File: config.mk
export PLATFORM = sky130hd
export DESIGN_NAME = halfword_mac_accumulate
export DESIGN_NICKNAME = d
export VERILOG_FILES = /design/src/rtl/halfword_mac_accumulate.v
export VERILOG_INCLUDE_DIRS = /design/src /design/src/rtl
export SDC_FILE = /design/constraint.sdc
export NUM_CORES = 2
export LEC_CHECK = 0
export BUFFER_PORTS_ARGS = -buffer_cell sky130_fd_sc_hd__buf_2
export CELL_PAD_IN_SITES_DETAIL_PLACEMENT = 1
export CELL_PAD_IN_SITES_GLOBAL_PLACEMENT = 2
export CORE_UTILIZATION = 39
export CTS_CLUSTER_SIZE = 16
export DETAILED_ROUTE_END_ITERATION = 7
export GPL_TIMING_DRIVEN = 0
export PLACE_DENSITY_LB_ADDON = 0.1
export SLEW_MARGIN = 20
export SYNTH_ARGS = -nofsm -noshare
export SYNTH_HDL_FRONTEND = slang
export SYNTH_SLANG_ARGS = --single-unit
File: constraint.sdc
create_clock -name ref_clk -period 14.7 [get_ports ref_clk]
set_input_delay 2.94 -clock ref_clk [delete_from_list [all_inputs] [get_ports ref_clk]]
set_output_delay 2.94 -clock ref_clk [all_outputs]
set_load 0.01 [all_outputs]
File: src/rtl/halfword_mac_map.vh
// Field positions, opcodes and condition codes for the halfword multiply-accumulate datapath
`ifndef HALFWORD_MAC_MAP_VH
`define HALFWORD_MAC_MAP_VH
`define OPC_HI          27
`define OPC_LO          20
`define OPC_LONG        8'h14
`define OPC_WORD        8'h12
`define BIT_MULFLAG     7
`define BIT_XSEL        5
`define BIT_YSEL        6
`define BIT_MBZ         4
`define COND_HI         31
`define COND_LO         28
`define ACCHI_HI        19
`define ACCHI_LO        16
`define ACCLO_HI        15
`define ACCLO_LO        12
`define SRC2_HI         11
`define SRC2_LO         8
`define SRC1_HI         3
`define SRC1_LO         0
`define COND_EQ         4'h0
`define COND_NE         4'h1
`define COND_CS         4'h2
`define COND_CC         4'h3
`define COND_MI         4'h4
`define COND_PL         4'h5
`define COND_VS         4'h6
`define COND_VC         4'h7
`define COND_HI_C       4'h8
`define COND_LS         4'h9
`define COND_GE         4'ha
`define COND_LT         4'hb
`define COND_GT         4'hc
`define COND_LE         4'hd
`define COND_AL         4'he
`define PROD_TOP        47
`define PROD_BOT        16
`define FLAG_N          3
`define FLAG_Z          2
`define FLAG_C          1
`define FLAG_V          0
`define HALF_HI_TOP     31
`define HALF_HI_BOT     16
`define HALF_LO_TOP     15
`define HALF_LO_BOT     0
`define SIGN_BIT        31
`define LSUM_HI_TOP     63
`define LSUM_HI_BOT     32
`define LSUM_LO_TOP     31
`define LSUM_LO_BOT     0
`define RST_BIT         1'b0
`define RST_IDX         4'h0
`define RST_WORD        32'h0000_0000
`endif

File: src/rtl/halfword_mac_accumulate.v
// Execution datapath for the two signed halfword multiply-accumulate instructions
`timescale 1ns/1ps
`default_nettype none
`include "halfword_mac_map.vh"

// Contract
// - The long halfword MAC is decoded from bits 27:20 = 0x14, bit 7 = 1 and bit 4 = 0, with register fields at 19:16, 15:12, 11:8 and 3:0.
// - The long form's first operand is the sign-extended low half of the first source when bit 5 is 0, else the upper half.
// - In both forms the second operand is the sign-extended low half of the second source when bit 6 is 0, else the upper half.
// - The long form adds the 16x16 signed product to the 64-bit high:low accumulator pair and writes the sum back to the pair.
// - The long form orders operands low acc, high acc, first source, second source and runs only when its condition field passes.
// - The word form adds bits 47:16 of the 48-bit signed product of the first source and the halfword to the accumulate register.
// - The word form detects signed 32-bit overflow of that accumulation.
module halfword_mac_accumulate (
    input  wire        ref_clk,        // Core clock
    input  wire        nrst,           // Synchronous reset, active low
    input  wire        instValid,      // Instruction word presented this cycle
    input  wire [31:0] instWord,       // Instruction word
    input  wire [3:0]  nzcvIn,         // Current condition flags N,Z,C,V
    input  wire        satIn,          // Current sticky saturation flag
    input  wire [31:0] firstSourceReg, // Value of first source register
    input  wire [31:0] secondSourceReg,// Value of second source register
    input  wire [31:0] accumulateReg,  // Value of accumulate register (word form)
    input  wire [31:0] accHighReg,     // Value of high accumulator register (long form)
    input  wire [31:0] accLowReg,      // Value of low accumulator register (long form)
    output wire [3:0]  firstSrcIdx,    // Register index of first source
    output wire [3:0]  secondSrcIdx,   // Register index of second source
    output wire [3:0]  accHighIdx,     // Long form high acc index / word form destination
    output wire [3:0]  accLowIdx,      // Long form low acc index / word form accumulate index
    output wire        isLongMac,      // Decoded long halfword MAC
    output wire        isWordMac,      // Decoded word-by-halfword MAC
    output reg         wrLow_q,        // Write resLow_q to register wrLowIdx_q
    output reg         wrHigh_q,       // Write resHigh_q to register wrHighIdx_q
    output reg  [3:0]  wrLowIdx_q,     // Destination index for low result
    output reg  [3:0]  wrHighIdx_q,    // Destination index for high result
    output reg  [31:0] resLow_q,       // Low result word
    output reg  [31:0] resHigh_q,      // High result word (word form result too)
    output reg         satOut_q,       // Updated sticky saturation flag
    output reg         satWr_q,        // Saturation flag write strobe
    output reg         overflow_q,     // Word form overflow seen this instruction
    output wire [3:0]  nzcvOut,        // Condition flags, always passed through unchanged
    output wire        excReq          // Exception request, never raised
);

    // Instruction decode: opcode field and the format bits shared by both forms
    wire [7:0]  opc;
    wire        fmtOk;
    assign opc       = instWord[`OPC_HI:`OPC_LO];
    assign fmtOk     = instWord[`BIT_MULFLAG] & ~instWord[`BIT_MBZ];
    assign isLongMac = (opc == `OPC_LONG) & fmtOk;
    // Word form has bit 5 clear as part of its encoding
    assign isWordMac = (opc == `OPC_WORD) & fmtOk & ~instWord[`BIT_XSEL];

    // Register fields go straight out so the register file reads in the same cycle
    assign accHighIdx   = instWord[`ACCHI_HI:`ACCHI_LO];
    assign accLowIdx    = instWord[`ACCLO_HI:`ACCLO_LO];
    assign secondSrcIdx = instWord[`SRC2_HI:`SRC2_LO];
    assign firstSrcIdx  = instWord[`SRC1_HI:`SRC1_LO];

    // Condition evaluation; the reserved never-code is treated as failing
    wire [3:0]  condField;
    wire        flagN;
    wire        flagZ;
    wire        flagC;
    wire        flagV;
    reg         condPass;
    assign condField = instWord[`COND_HI:`COND_LO];
    assign flagN     = nzcvIn[`FLAG_N];
    assign flagZ     = nzcvIn[`FLAG_Z];
    assign flagC     = nzcvIn[`FLAG_C];
    assign flagV     = nzcvIn[`FLAG_V];

    always @* begin
        case (condField)
            `COND_EQ:   condPass = flagZ;
            `COND_NE:   condPass = ~flagZ;
            `COND_CS:   condPass = flagC;
            `COND_CC:   condPass = ~flagC;
            `COND_MI:   condPass = flagN;
            `COND_PL:   condPass = ~flagN;
            `COND_VS:   condPass = flagV;
            `COND_VC:   condPass = ~flagV;
            `COND_HI_C: condPass = flagC & ~flagZ;
            `COND_LS:   condPass = ~flagC | flagZ;
            `COND_GE:   condPass = (flagN == flagV);
            `COND_LT:   condPass = (flagN != flagV);
            `COND_GT:   condPass = ~flagZ & (flagN == flagV);
            `COND_LE:   condPass = flagZ | (flagN != flagV);
            `COND_AL:   condPass = 1'b1;
            default:    condPass = 1'b0;
        endcase
    end


    // Halfword operand selection, one entry per multiplier operand:
    // entry 0 reads the first source under bit 5, entry 1 the second under bit 6
    wire [31:0] selWord [0:1];
    wire        selHigh [0:1];
    wire [15:0] selHalf [0:1];
    assign selWord[0] = firstSourceReg;
    assign selWord[1] = secondSourceReg;
    assign selHigh[0] = instWord[`BIT_XSEL];
    assign selHigh[1] = instWord[`BIT_YSEL];
    genvar gi;
    generate
        for (gi = 0; gi < 2; gi = gi + 1) begin : g_half
            assign selHalf[gi] = selHigh[gi] ? selWord[gi][`HALF_HI_TOP:`HALF_HI_BOT]
                                             : selWord[gi][`HALF_LO_TOP:`HALF_LO_BOT];
        end
    endgenerate

    wire signed [15:0] op1;
    wire signed [15:0] op2;
    assign op1 = selHalf[0];
    assign op2 = selHalf[1];

    // Long form: 16x16 product sign-extended into the 64-bit pair sum
    wire signed [31:0] prodShort;
    wire        [63:0] prodShortExt;
    wire        [63:0] accPair;
    wire        [63:0] longSum;
    assign prodShort    = op1 * op2;
    assign prodShortExt = {{32{prodShort[`SIGN_BIT]}}, prodShort};
    assign accPair      = {accHighReg, accLowReg};
    assign longSum      = accPair + prodShortExt;

    // Word form: 32x16 product, only the top 32 of its 48 bits are kept
    // The low 16 product bits are dropped, not rounded
    wire signed [31:0] srcWord;
    wire signed [47:0] prodWide;
    wire        [31:0] prodTop;
    wire        [31:0] wordSum;
    assign srcWord  = firstSourceReg;
    assign prodWide = srcWord * op2;
    assign prodTop  = prodWide[`PROD_TOP:`PROD_BOT];
    assign wordSum  = accumulateReg + prodTop;

    // Signed overflow: equal operand signs, result sign differs from them
    wire        accSign;
    wire        prodSign;
    wire        sumSign;
    wire        ovf;
    assign accSign  = accumulateReg[`SIGN_BIT];
    assign prodSign = prodTop[`SIGN_BIT];
    assign sumSign  = wordSum[`SIGN_BIT];
    assign ovf      = (accSign == prodSign) & (sumSign != accSign);

    // Only the strobes and overflow_q are gated by the condition; results update every cycle
    // and carry meaning only while a strobe stands
    wire        fire;
    assign fire = instValid & condPass;

    // No forwarding: an instruction issued right behind reads the old register
    // value, so the surrounding pipeline has to stall or forward
    reg         wrLow_d;
    reg         wrHigh_d;
    reg         satWr_d;
    reg         overflow_d;
    reg  [3:0]  wrLowIdx_d;
    reg  [3:0]  wrHighIdx_d;
    reg  [31:0] resLow_d;
    reg  [31:0] resHigh_d;
    reg         satOut_d;
    always @* begin
        wrLow_d     = fire & isLongMac;
        wrHigh_d    = fire & (isLongMac | isWordMac);
        satWr_d     = fire & isWordMac;
        overflow_d  = fire & isWordMac & ovf;
        wrLowIdx_d  = accLowIdx;
        wrHighIdx_d = accHighIdx;
        resLow_d    = longSum[`LSUM_LO_TOP:`LSUM_LO_BOT];
        resHigh_d   = isWordMac ? wordSum : longSum[`LSUM_HI_TOP:`LSUM_HI_BOT];
        // Sticky: OR keeps a prior set flag, never clears it
        satOut_d    = satIn | (isWordMac & ovf);
    end

    // Write strobes and the overflow flag
    always @(posedge ref_clk) begin
        if (!nrst) begin
            wrLow_q    <= `RST_BIT;
            wrHigh_q   <= `RST_BIT;
            satWr_q    <= `RST_BIT;
            overflow_q <= `RST_BIT;
        end else begin
            wrLow_q    <= wrLow_d;
            wrHigh_q   <= wrHigh_d;
            satWr_q    <= satWr_d;
            overflow_q <= overflow_d;
        end
    end

    // Destination indices, result words and the new saturation flag
    always @(posedge ref_clk) begin
        if (!nrst) begin
            wrLowIdx_q  <= `RST_IDX;
            wrHighIdx_q <= `RST_IDX;
            resLow_q    <= `RST_WORD;
            resHigh_q   <= `RST_WORD;
            satOut_q    <= `RST_BIT;
        end else begin
            wrLowIdx_q  <= wrLowIdx_d;
            wrHighIdx_q <= wrHighIdx_d;
            resLow_q    <= resLow_d;
            resHigh_q   <= resHigh_d;
            satOut_q    <= satOut_d;
        end
    end

    // Condition flags pass straight through; neither form may touch them
    assign nzcvOut = nzcvIn;
    assign excReq  = 1'b0;

endmodule
`default_nettype wire

==> flow_metrics.py <==
metrics = {
    "outcome": {
        "outcome": "finished with violations",
        "violations": "design-rule violations",
    },
    "placed_design": {
        "io_buffers": 271,
        "dp_hpwl_um": 106000,
        "gp_congestion": 0.865,
    },
    "worst_setup_path": {
        "cp-end-kind": "flip-flop",
        "critPathArrivalTime_ns": 14.34,
        "critical_path_buf_inv_count": 9,
        "required_ns": 14.94,
        "crit_family": "compound AO/OA/AOI/OAI gates",
        "start_kind": "input pin",
        "path_common_cell": "fa_1",
        "path_max_fanout": 14,
        "critPathSlowestCell": "fa_1",
        "crit_type": "in2reg",
        "crit_path_max_incr_delay_ns": 0.56,
    },
    "sta": {
        "worst_slew_pin_slew_ns": 1.24,
        "fmax_ghz": 0.0709,
        "slew_headroom_pct": 17.6,
        "finalSetupViolations": 0,
        "report.final.slew_viol_count": 0,
        "hold_viol": 0,
        "period_minus_slack_ns": 14.10,
        "finalCritPeriodShare_pct": 95.9,
    },
    "global_route": {
        "antenna_found_initial": 12,
        "grt_max_degree": 16,
        "grt_pass1_vias": 30900,
        "grt_usage_pct": 27.4,
        "grt_overflow": 0,
        "grt_pass1_wl_um": 187000,
    },
    "final_layout": {
        "mostFrequentLayoutCells": "888 x inv_1, 749 x fa_1, 536 x nand2_1",
        "post-route-util_pct": 43.1,
        "final_common_cell": "inv_1",
        "final_layout_size_suffix_gt1_share_pct": 8.94,
        "syn_to_final_growth_pct": 9.33,
        "fin_nets": 5586,
    },
    "synthesis": {
        "netlist_area_um2": 35000,
        "synth_fp_nets": 5306,
        "ys_types": 75,
        "synth_ff_type": "dfxtp_1",
        "yosys_warnings": 0,
        "synth_edf_count": 0,
        "synth_top_cell_by_area": "fa_1",
        "avgSynthCellArea_um2": 8.60,
        "synth-seq-cells": 77,
        "yosysSeqAreaShare_pct": 4.41,
        "ys_async_sr_fraction_pct": 0,
        "synth_area_leaders": "fa_1 43%, ha_1 10%, inv_1 9.5%",
        "syn_inst": 4068,
        "synth_top_area_share_pct": 42.9,
    },
    "floorplan": {
        "core_um2": 88600,
        "pin_count": 300,
        "die_x_um": 301,
        "row_count": 109,
        "initial_core_util_pct": 39.4,
        "die_area_um2": 90900,
        "die_y_um": 301,
    },
    "clock_tree": {
        "post_cts_buffers": 0,
        "cts_sinks": 77,
        "cts_tree": "built",
        "cts.path.max_buffers": 2,
        "cts-buffers-inserted": 9,
        "cts.clk_slew.worst_paths_ns": 0.06,
        "cts-root-buf": "clkbuf_16",
        "htreeDepth": 3,
    },
    "route": {
        "wl_per_cell_um": 21.7,
        "finalWirelength_um": 120000,
        "drtIter0Drc": 1354,
        "via_count": 28200,
        "drc": 32,
        "firstDrtPassIters": 7,
        "detail-route-antenna-nets": 0,
        "vias_per_cell": 5.11,
    },
    "run": {
        "drv_cap": 0,
    },
    "min_path": {
        "hp-class": "in2reg",
        "hp-start": "instWord[16]",
        "whs_path_depth": 2,
        "min_to": "wrHighIdx_q[0]",
    },
}
==> synthesized netlist by cell type, types with 14 or more instances <==
| cell | number |
|---|---|
| a211oi_1 | 14 |
| a21o_1 | 98 |
| a21oi_1 | 149 |
| and2_1 | 221 |
| and3_1 | 16 |
| buf_4 | 21 |
| clkbuf_1 | 167 |
| dfxtp_1 | 77 |
| fa_1 | 749 |
| ha_1 | 289 |
| inv_1 | 888 |
| mux2_2 | 30 |
| mux2i_1 | 26 |
| nand2_1 | 536 |
| nand2b_1 | 26 |
| nand3_1 | 26 |
| nand4_1 | 29 |
| nor2_1 | 191 |
| nor2b_1 | 56 |
| nor3_1 | 26 |
| o21a_1 | 17 |
| o21ai_0 | 59 |
| o21bai_1 | 23 |
| xnor2_1 | 108 |
| xor2_1 | 60 |
==> logic make-up after synthesis <==
family	count (synthesis)	synth area share, %
buf+inv	1085	11.9
other cells	1	0.0107
mux	59	1.84
flops	77	4.41
fa+ha+maj	1038	53.2
simple gates	1162	15.5
compound gates	478	8.91
xor+xnor	168	4.21
==> state kept, by name, summed over array words and instances (netlist names) <==
signal / flops
overflow_q: 1
resHigh_q: 32
resLow_q: 32
satOut_q: 1
satWr_q: 1
wrHighIdx_q: 4
wrHigh_q: 1
wrLowIdx_q: 4
wrLow_q: 1
==> metal layers <==
metal / vias to the layer above / track usage (%) / wire length, um
met2: 620 / 45.8 / 56900
met1: 14600 / 38.0 / 55000
li1: 12900 / - / -
met5: - / 0 / 34
met4: 6 / 5.97 / 2770
met3: 98 / 3.09 / 5280
==> worst max-delay path by stage <==
stage | startpoint | to | slack, ns | cells after the start
global placement | instWord[5] | resHigh_q[28] | -2.65 | 36
CTS | instWord[6] | resHigh_q[28] | 0.01 | 41
floorplan | instWord[5] | resHigh_q[28] | 1.41 | 38
finish | instWord[6] | resHigh_q[28] | 0.60 | 39
global route | instWord[6] | resHigh_q[28] | -0.001 | 40
detailed placement | instWord[5] | resHigh_q[28] | -0.60 | 37
==> cell type report <==
cell class	count	area (um^2)
Sequential cell	77	1540
Inverter	888	3330
Timing Repair Buffer	274	1390
Tap cell	1165	1460
Antenna cell	5	12.5
Clock buffer	12	267
Clock inverter	4	77.6
Multi-Input combinational cell	2906	29300
Fill cell	10700	50400
Buffer	192	830
==> stage by stage <==
step / setup WS, ns / TNS, ns / area (um^2) / hold WS (ns) / instances
floorplan: 1.41 / 0 / 35000 / 3.06 / 4068
global placement: -2.65 / -54.46 / 37800 / 3.16 / 5504
detailed placement: -0.596 / -3.31 / 37800 / 3.16 / 5507
CTS: 0.0103 / 0 / 38200 / 2.77 / 5523
global route: -0.00139 / -0.00139 / 38200 / 2.79 / 5518
finish: 0.596 / 0 / 38200 / 2.79 / 5523
==> repair_timing <==
action / in CTS / in global routing
endpoints found under the setup margin: 4 / 15
gates resized for setup: 5 / 29
pin swaps: 0 / 0
endpoints found under the hold margin: 0 / 0
hold buffers: 0 / 0
Power is not shown: default switching activity piles up to over one toggle a cycle in this logic, so the estimate is an artifact.
